## src/hw/evt_timer_consts.vh

```
// constants of the 8-bit timer/event counter and its register map
`ifndef EVT_TIMER_CONSTS_VH
`define EVT_TIMER_CONSTS_VH

// ----------------------------------------------------------------
// register byte offsets
// ----------------------------------------------------------------
`define OFS_EVENT_COUNT_VALUE      4'h0
`define OFS_COMPARE_VALUE_REGISTER 4'h4
`define OFS_COUNT_SOURCE_SELECT    4'h8
`define OFS_TIMER_MODE_CONTROL     4'hC
`define ADDR_WIDTH                 4

// ----------------------------------------------------------------
// reset values
// ----------------------------------------------------------------
`define RST_COMPARE                8'h00
`define RST_SOURCE_SELECT          3'h0
`define RST_COUNT                  8'h00

// ----------------------------------------------------------------
// timer mode control bit positions
// ----------------------------------------------------------------
`define BIT_COUNT_RUN              7
`define BIT_PWM_MODE_SELECT        6
`define BIT_OUTPUT_PRESET_HIGH     3
`define BIT_OUTPUT_PRESET_LOW      2
`define BIT_LEVEL_OR_TOGGLE        1
`define BIT_OUTPUT_DRIVE_ENABLE    0

// ----------------------------------------------------------------
// count source encodings and counter values
// ----------------------------------------------------------------
`define SRC_EVENT_FALLING          3'h0
`define SRC_EVENT_RISING           3'h1
`define SRC_FIRST_PRESCALED        3'h2
`define COUNT_MAX                  8'hFF
`define COUNT_BEFORE_MAX           8'hFE
`define PRESCALE_WIDTH             5

// ----------------------------------------------------------------
// bus answers
// ----------------------------------------------------------------
`define RESP_OKAY                  2'h0
`define RESP_SLVERR                2'h2

`endif

```

## src/hw/event_edge_sync.v

```verilog
// three-stage synchroniser with single-cycle edge pulses
`timescale 1ns/1ps
module event_edge_sync (
    input  wire clk_i,
    input  wire rst_b_i,
    input  wire pin_i,
    output wire rise_o,
    output wire fall_o
);
    reg stage1;
    reg stage2;
    reg stage3;
    reg settled;

    always @(posedge clk_i or negedge rst_b_i)
    begin
        if (!rst_b_i)
        begin
            stage1 <= 1'b0;
            stage2 <= 1'b0;
            stage3  <= 1'b0;
            settled <= 1'b0;
        end
        else
        begin
            stage1 <= pin_i;
            stage2 <= stage1;
            stage3 <= stage2;
            if (stage2 == stage3)
                settled <= stage3;
        end
    end

    // a change counts once stage 2 and stage 3 agree on a level other than the settled one
    assign rise_o = stage2 & stage3 & ~settled;
    assign fall_o = ~stage2 & ~stage3 & settled;
endmodule // event_edge_sync

```

## src/hw/count_prescaler.v

```verilog
// free-running prescaler giving one-cycle ticks at clk/1 .. clk/32
`timescale 1ns/1ps
module count_prescaler #(
    parameter WIDTH = 5
) (
    input  wire       clk_i,
    input  wire       rst_b_i,
    input  wire [2:0] divide_log2_i,
    output reg        tick_o
);
    reg  [WIDTH-1:0] div_count;
    wire [WIDTH-1:0] mask;

    always @(posedge clk_i or negedge rst_b_i)
    begin
        if (!rst_b_i)
            div_count <= {WIDTH{1'b0}};
        else
            div_count <= div_count + {{(WIDTH-1){1'b0}}, 1'b1};
    end

    // a tick whenever the low divide_log2 bits are all ones
    assign mask = ~({WIDTH{1'b1}} << divide_log2_i);

    always @*
    begin
        tick_o = ((div_count & mask) == mask);
    end
endmodule // count_prescaler

```

## src/hw/event_timer.v

```verilog
// 8-bit timer/event counter with an AXI4-Lite register slave
//
// Contract
// clear-start: match raises interrupt, clears counter
// interval period is compare plus one clocks
// run bit starts and stops counting
// event mode counts selected event edge
// low three select bits choose count source
// square wave toggles output on each match
// square frequency is count clock over 2(N+1)
// preset bits set initial output level
// mode bit 6 selects pwm output
// pwm inactive from start until first overflow
// overflow drives active level until match
// match drives inactive level until next overflow
// stopping in pwm forces inactive level
// bit 1 picks pwm active level
// bit 0 enables timer output drive
// pwm compare reload at next or second overflow
// compare read returns newest written value
// software spaces pwm compare writes three clocks
// software keeps compare fixed while running
// first match may be one clock off
// run bit zero clears and holds counter
// match interrupts only outside pwm mode
// pwm counter wraps, wrap is the overflow
// event edge synchronised into one-cycle pulse
//
// Design decisions made here: the register addresses and the AXI4-Lite interface to the registers.
`timescale 1ns/1ps
`include "evt_timer_consts.vh"
module event_timer (
    input  wire        CLOCK_I,
    input  wire        RST_B_I,
    input  wire [3:0]  S_AXI_AWADDR_I,
    input  wire        S_AXI_AWVALID_I,
    output wire        S_AXI_AWREADY_O,
    input  wire [31:0] S_AXI_WDATA_I,
    input  wire [3:0]  S_AXI_WSTRB_I,
    input  wire        S_AXI_WVALID_I,
    output wire        S_AXI_WREADY_O,
    output reg  [1:0]  S_AXI_BRESP_O,
    output reg         S_AXI_BVALID_O,
    input  wire        S_AXI_BREADY_I,
    input  wire [3:0]  S_AXI_ARADDR_I,
    input  wire        S_AXI_ARVALID_I,
    output wire        S_AXI_ARREADY_O,
    output reg  [31:0] S_AXI_RDATA_O,
    output reg  [1:0]  S_AXI_RRESP_O,
    output reg         S_AXI_RVALID_O,
    input  wire        S_AXI_RREADY_I,
    input  wire        EVENT_INPUT_PIN_I,
    output reg         TIMER_OUTPUT_PIN_O,
    output reg         MATCH_INTERRUPT_O
);
    // ----------------------------------------------------------------
    // registers
    // ----------------------------------------------------------------
    reg  [7:0]  event_count_value;
    reg  [7:0]  compare_value_register;
    reg  [7:0]  compare_in_use;
    reg  [2:0]  count_source_select;
    reg         count_run_bit;
    reg         pwm_mode_select;
    reg         level_or_toggle_select;
    reg         output_drive_enable;
    reg         output_ff;
    reg         pwm_active;
    reg         reload_pending;
    reg         reload_armed;

    reg  [3:0]  aw_addr;
    reg         aw_held;
    reg  [7:0]  w_data;
    reg         w_lane0;
    reg         w_held;

    wire        event_rise;
    wire        event_fall;
    wire        prescale_tick;
    reg         count_tick;
    wire        do_write;
    wire        write_compare;
    wire        write_mode;
    wire        write_source;
    wire        match;
    wire        overflow;

    // ----------------------------------------------------------------
    // count source
    // ----------------------------------------------------------------
    event_edge_sync u_event_sync (
        .clk_i   (CLOCK_I),
        .rst_b_i (RST_B_I),
        .pin_i   (EVENT_INPUT_PIN_I),
        .rise_o  (event_rise),
        .fall_o  (event_fall)
    );

    count_prescaler #(
        .WIDTH (`PRESCALE_WIDTH)
    ) u_prescaler (
        .clk_i         (CLOCK_I),
        .rst_b_i       (RST_B_I),
        .divide_log2_i (count_source_select - `SRC_FIRST_PRESCALED),
        .tick_o        (prescale_tick)
    );

    always @*
    begin
        if (count_source_select == `SRC_EVENT_FALLING)
            count_tick = event_fall;
        else if (count_source_select == `SRC_EVENT_RISING)
            count_tick = event_rise;
        else
            count_tick = prescale_tick;
    end

    // ----------------------------------------------------------------
    // bus write side
    // ----------------------------------------------------------------
    assign S_AXI_AWREADY_O = ~aw_held & ~S_AXI_BVALID_O;
    assign S_AXI_WREADY_O  = ~w_held & ~S_AXI_BVALID_O;
    assign do_write        = aw_held & w_held & ~S_AXI_BVALID_O;
    assign write_compare   = do_write & w_lane0 & (aw_addr == `OFS_COMPARE_VALUE_REGISTER);
    assign write_source    = do_write & w_lane0 & (aw_addr == `OFS_COUNT_SOURCE_SELECT);
    assign write_mode      = do_write & w_lane0 & (aw_addr == `OFS_TIMER_MODE_CONTROL);

    always @(posedge CLOCK_I or negedge RST_B_I)
    begin
        if (!RST_B_I)
        begin
            aw_held        <= 1'b0;
            aw_addr        <= 4'h0;
            w_held         <= 1'b0;
            w_data         <= 8'h00;
            w_lane0        <= 1'b0;
            S_AXI_BVALID_O <= 1'b0;
            S_AXI_BRESP_O  <= `RESP_OKAY;
        end
        else
        begin
            if (S_AXI_AWVALID_I && S_AXI_AWREADY_O)
            begin
                aw_held <= 1'b1;
                aw_addr <= {S_AXI_AWADDR_I[3:2], 2'b00};
            end
            if (S_AXI_WVALID_I && S_AXI_WREADY_O)
            begin
                w_held  <= 1'b1;
                w_data  <= S_AXI_WDATA_I[7:0];
                w_lane0 <= S_AXI_WSTRB_I[0];
            end
            if (do_write)
            begin
                aw_held        <= 1'b0;
                w_held         <= 1'b0;
                S_AXI_BVALID_O <= 1'b1;
                S_AXI_BRESP_O  <= `RESP_OKAY;
                if (aw_addr == `OFS_EVENT_COUNT_VALUE)
                    S_AXI_BRESP_O <= `RESP_SLVERR;
            end
            else if (S_AXI_BVALID_O && S_AXI_BREADY_I)
                S_AXI_BVALID_O <= 1'b0;
        end
    end

    // ----------------------------------------------------------------
    // bus read side
    // ----------------------------------------------------------------
    assign S_AXI_ARREADY_O = ~S_AXI_RVALID_O;

    always @(posedge CLOCK_I or negedge RST_B_I)
    begin
        if (!RST_B_I)
        begin
            S_AXI_RVALID_O <= 1'b0;
            S_AXI_RDATA_O  <= 32'h00000000;
            S_AXI_RRESP_O  <= `RESP_OKAY;
        end
        else if (S_AXI_ARVALID_I && S_AXI_ARREADY_O)
        begin
            S_AXI_RVALID_O <= 1'b1;
            S_AXI_RRESP_O  <= `RESP_OKAY;
            S_AXI_RDATA_O  <= 32'h00000000;
            if ({S_AXI_ARADDR_I[3:2], 2'b00} == `OFS_EVENT_COUNT_VALUE)
                S_AXI_RDATA_O[7:0] <= event_count_value;
            else if ({S_AXI_ARADDR_I[3:2], 2'b00} == `OFS_COMPARE_VALUE_REGISTER)
                S_AXI_RDATA_O[7:0] <= compare_value_register;
            else if ({S_AXI_ARADDR_I[3:2], 2'b00} == `OFS_COUNT_SOURCE_SELECT)
                S_AXI_RDATA_O[2:0] <= count_source_select;
            else
                // preset bits are write only and read as zero
                S_AXI_RDATA_O[7:0] <= {count_run_bit, pwm_mode_select, 4'h0,
                                       level_or_toggle_select, output_drive_enable};
        end
        else if (S_AXI_RVALID_O && S_AXI_RREADY_I)
            S_AXI_RVALID_O <= 1'b0;
    end

    // ----------------------------------------------------------------
    // configuration
    // ----------------------------------------------------------------
    always @(posedge CLOCK_I or negedge RST_B_I)
    begin
        if (!RST_B_I)
        begin
            compare_value_register <= `RST_COMPARE;
            count_source_select    <= `RST_SOURCE_SELECT;
            count_run_bit          <= 1'b0;
            pwm_mode_select        <= 1'b0;
            level_or_toggle_select <= 1'b0;
            output_drive_enable    <= 1'b0;
        end
        else
        begin
            if (write_compare)
                compare_value_register <= w_data;
            if (write_source)
                count_source_select <= w_data[2:0];
            if (write_mode)
            begin
                count_run_bit          <= w_data[`BIT_COUNT_RUN];
                pwm_mode_select        <= w_data[`BIT_PWM_MODE_SELECT];
                level_or_toggle_select <= w_data[`BIT_LEVEL_OR_TOGGLE];
                output_drive_enable    <= w_data[`BIT_OUTPUT_DRIVE_ENABLE];
            end
        end
    end

    // ----------------------------------------------------------------
    // counter and compare
    // ----------------------------------------------------------------
    assign match    = count_run_bit & count_tick & (event_count_value == compare_in_use);
    assign overflow = count_run_bit & count_tick & (event_count_value == `COUNT_MAX);

    always @(posedge CLOCK_I or negedge RST_B_I)
    begin
        if (!RST_B_I)
        begin
            event_count_value <= `RST_COUNT;
            MATCH_INTERRUPT_O <= 1'b0;
        end
        else
        begin
            MATCH_INTERRUPT_O <= match & ~pwm_mode_select;
            if (!count_run_bit)
                event_count_value <= `RST_COUNT;
            else if (match && !pwm_mode_select)
                event_count_value <= `RST_COUNT;
            else if (count_tick)
                event_count_value <= event_count_value + 8'h01;
        end
    end

    // pwm compare reload: armed only if the write came before count FF
    always @(posedge CLOCK_I or negedge RST_B_I)
    begin
        if (!RST_B_I)
        begin
            compare_in_use <= `RST_COMPARE;
            reload_pending <= 1'b0;
            reload_armed   <= 1'b0;
        end
        else if (!pwm_mode_select || !count_run_bit)
        begin
            compare_in_use <= write_compare ? w_data : compare_value_register;
            reload_pending <= 1'b0;
            reload_armed   <= 1'b0;
        end
        else
        begin
            if (count_tick && event_count_value == `COUNT_BEFORE_MAX)
                reload_armed <= reload_pending | write_compare;
            if (overflow && reload_armed)
            begin
                compare_in_use <= compare_value_register;
                reload_armed   <= 1'b0;
                reload_pending <= write_compare;
            end
            else if (write_compare)
                reload_pending <= 1'b1;
        end
    end

    // ----------------------------------------------------------------
    // timer output
    // ----------------------------------------------------------------
    always @(posedge CLOCK_I or negedge RST_B_I)
    begin
        if (!RST_B_I)
        begin
            output_ff  <= 1'b0;
            pwm_active <= 1'b0;
        end
        else
        begin
            if (!pwm_mode_select && write_mode &&
                w_data[`BIT_OUTPUT_PRESET_HIGH] && !w_data[`BIT_OUTPUT_PRESET_LOW])
                output_ff <= 1'b1;
            else if (!pwm_mode_select && write_mode &&
                     !w_data[`BIT_OUTPUT_PRESET_HIGH] && w_data[`BIT_OUTPUT_PRESET_LOW])
                output_ff <= 1'b0;
            else if (!pwm_mode_select && match && level_or_toggle_select)
                output_ff <= ~output_ff;

            if (!count_run_bit || !pwm_mode_select)
                pwm_active <= 1'b0;
            else if (overflow)
                pwm_active <= 1'b1;
            else if (match)
                pwm_active <= 1'b0;
        end
    end

    always @(posedge CLOCK_I or negedge RST_B_I)
    begin
        if (!RST_B_I)
            TIMER_OUTPUT_PIN_O <= 1'b0;
        else if (!output_drive_enable)
            TIMER_OUTPUT_PIN_O <= 1'b0;
        else if (pwm_mode_select)
            TIMER_OUTPUT_PIN_O <= pwm_active ^ level_or_toggle_select;
        else
            TIMER_OUTPUT_PIN_O <= output_ff;
    end
endmodule // event_timer

```

## config.mk

```make
export PLATFORM = sky130hd
export DESIGN_NAME = event_timer
export DESIGN_NICKNAME = d
export VERILOG_FILES = /design/src/hw/event_edge_sync.v /design/src/hw/count_prescaler.v /design/src/hw/event_timer.v
export VERILOG_INCLUDE_DIRS = /design/src /design/src/hw
export SDC_FILE = /design/constraint.sdc
export NUM_CORES = 1
export LEC_CHECK = 0
export BUFFER_PORTS_ARGS = -buffer_cell sky130_fd_sc_hd__buf_4
export CORE_MARGIN = 5
export CORE_UTILIZATION = 57
export DETAILED_ROUTE_END_ITERATION = 8
export GPL_TIMING_DRIVEN = 0
export PLACE_DENSITY = 0.91
export SYNTH_ARGS = -nofsm -noshare
export SYNTH_HDL_FRONTEND = slang
export SYNTH_SLANG_ARGS = --single-unit
```

## constraint.sdc

```tcl
create_clock -name CLOCK_I -period 5.6 [get_ports CLOCK_I]
set_input_delay 1.12 -clock CLOCK_I [delete_from_list [all_inputs] [get_ports CLOCK_I]]
set_output_delay 1.12 -clock CLOCK_I [all_outputs]
set_load 0.03 [all_outputs]
```

==> metrics <==
vias per cell 5.42; Filler cells 463; largest net degree at the start of global routing 71; VDD IR-drop max 0.333 mV; final setup margin 3.30 ns; WHS ~0.35 ns; Multi-input gate area 1610 µm²; number of library cell types mapped by synthesis 57; Async SR Flop Fraction 100%; GRT Residual Overflow 0; top cells by area, synth dfrtp_1, mux2_2, buf_4; crit-path max FO 10; Reg area 1750 µm²; Initial DRC Count between 150 and 200; Post-Synthesis Cells between 300 and 400; CP Launch Point count_source_select[1]; hold_buf cts 0; Die W approximately 90 µm; crit path kind flip-flop to flip-flop; cells resized by post-CTS repair 0; drt pass-1 iters 4; Tcrit/Tclk final 41.1%; gr usage total 20.0%; Yosys warning total 0; post-synthesis sequential area ratio 49.0%; Post-synth EDFFs 0; HP Start u_event_sync.stage1; H-Tree Depth 3; final setup vio count 0; Commonest cells post-synth dfrtp_1, buf_4, nand2_1; Clk Latency, worst-skew pair 0.35 ns; initial core utilization 59.3%; vias in the first global route 2507; syn_area_per_cell 11.1 µm²; fin. max-slew vios 0; clock period minus worst slack roughly 2.3 ns; pre-CTS WS approximately 3 ns; Setup TNS 0 ns; Area Overhead vs Synth 18.3%; Die Height approximately 89 µm; WL/cell 15.1 µm; Worst Hold Class flip-flop to flip-flop; Worst setup EP type flip-flop; Critical Path AT 2.52 ns; core footprint ~6000 µm²; clock root buffer clkbuf_8; initial antenna violation count 0; share of layout cells above drive strength 1 roughly 29%; die area 7950 µm²; FF-to-FF Start count_source_select[1]; CTS Buf Count 9; Worst setup SP type flip-flop; post-DP HPWL 5.27 mm; clk slew on worst S/H paths 0.08 ns; Post-Syn Area around 3600 µm²; biggest area consumer among synthesized cells dfrtp_1; max cap viols 0; Synth Flop Type dfrtp_1; Worst slew margin 43.0%; share of the synthesized area in the top cell type 49.0%; max frequency 435 MHz; Ports 95; leakage 0.00201 µW; final hold vios 0; status finished clean; final WL 7.16 mm; FP Rows 28; Clock Path Buffers 2; antenna-violating nets left 0; first-pass GRT wire length 11.9 mm; setup bufs post-CTS 0; Pwr Density 451 nW/µm²; most frequent cell after synthesis dfrtp_1; Placer Congestion 0.845; CTS tree done; Via Count 2564; CP required 5.82 ns; Worst-Margin Slew 0.855 ns; Final #Nets 451; Ant. Diodes 0; #FFs+latches synth 70; unrepaired setup endpoints after global routing no; # DRC 0; clk sink count 70; Clock Skew 0.00952 ns; IO buf count 34
cells in the final DEF, fill, tap and decap left out, types with 10 or more instances in the layout:
cell type,netlist,routed
dfrtp_1,70,70
buf_4,27,61
nand2_1,27,27
conb_1,1,27
mux2_2,21,21
nor2_1,17,17
xnor2_1,12,12
mux2i_1,12,12
a21oi_1,11,11
nand3_1,10,10
o21ai_0,10,10
clkbuf_8,0,10
metal layers:
layer | wire [µm] | GRT usage [%]
met1 | 3020 | 25.7
met2 | 3440 | 32.2
met3 | 530 | 4.52
met4 | 171 | 9.20
met5 | 0 | 0
critical path, cell delays in order (launching register included):
cell and delay [ns]:
dfrtp_1 0.46, ha_1 0.34, nand2b_1 0.10, a21oi_2 0.07, o31ai_4 0.42, and3_4 0.28
buf_12 0.14, mux2i_1 0.25, a21oi_1 0.10
per-stage QoR:
stage	total power, µW	utilization (%)	cells	instance area [µm²]
floorplan	1280	-	348	3670
global placement	1440	66.7	457	4020
detailed placement	1490	66.7	457	4020
CTS	1920	70.1	473	4230
global route	2020	70.1	473	4230
finish	1910	70.1	473	4230
layout make-up:
cell class | count | area share (%)
buffer | 41 | 6.72
clock buffer | 10 | 3.26
clock inverter | 6 | 1.63
inverter | 8 | 0.710
multi-input combinational | 229 | 38.0
sequential | 70 | 41.4
tap | 75 | 2.22
timing repair buffer | 34 | 6.04
worst paths after layout:
path                                            endpoint  slack [ns]  depth (start not counted)
worst max-delay path                   compare_in_use[0]        3.30                          8
worst min-delay path                 u_event_sync.stage2        0.35                          0
worst max register to register         compare_in_use[0]        3.30                          8
worst min register to register       u_event_sync.stage2        0.35                          0
max in group asynchronous       u_prescaler.div_count[2]        4.17                          1
min in group asynchronous               S_AXI_RDATA_O[3]        0.87                          1
power breakdown:
| group | internal [µW] | total (µW) | switching, µW |
|---|---|---|---|
| Sequential | 662 | 812 | 151 |
| Combinational | 303 | 671 | 368 |
| Clock | 221 | 423 | 202 |
logic make-up (layout without fill, tap and decap cells):
group / count (synthesis) / after routing / share of synthesized area [%]
compound gates: 50 / 50 / 9.73
xor+xnor: 14 / 14 / 3.43
fa+ha+maj: 6 / 6 / 2.10
buf+inv: 49 / 99 / 8.79
flops: 70 / 70 / 49.0
mux: 43 / 43 / 13.8
other cells: 1 / 27 / 0.105
simple gates: 89 / 89 / 13.1
flip-flops by register name, summed over array words and instances (netlist names), 2 cells and up:
signal	flops
S_AXI_RDATA_O	8
aw_addr	2
compare_in_use	8
compare_value_register	8
count_source_select	3
event_count_value	8
u_prescaler.div_count	5
w_data	8
Power figures use the tool's default switching activity.
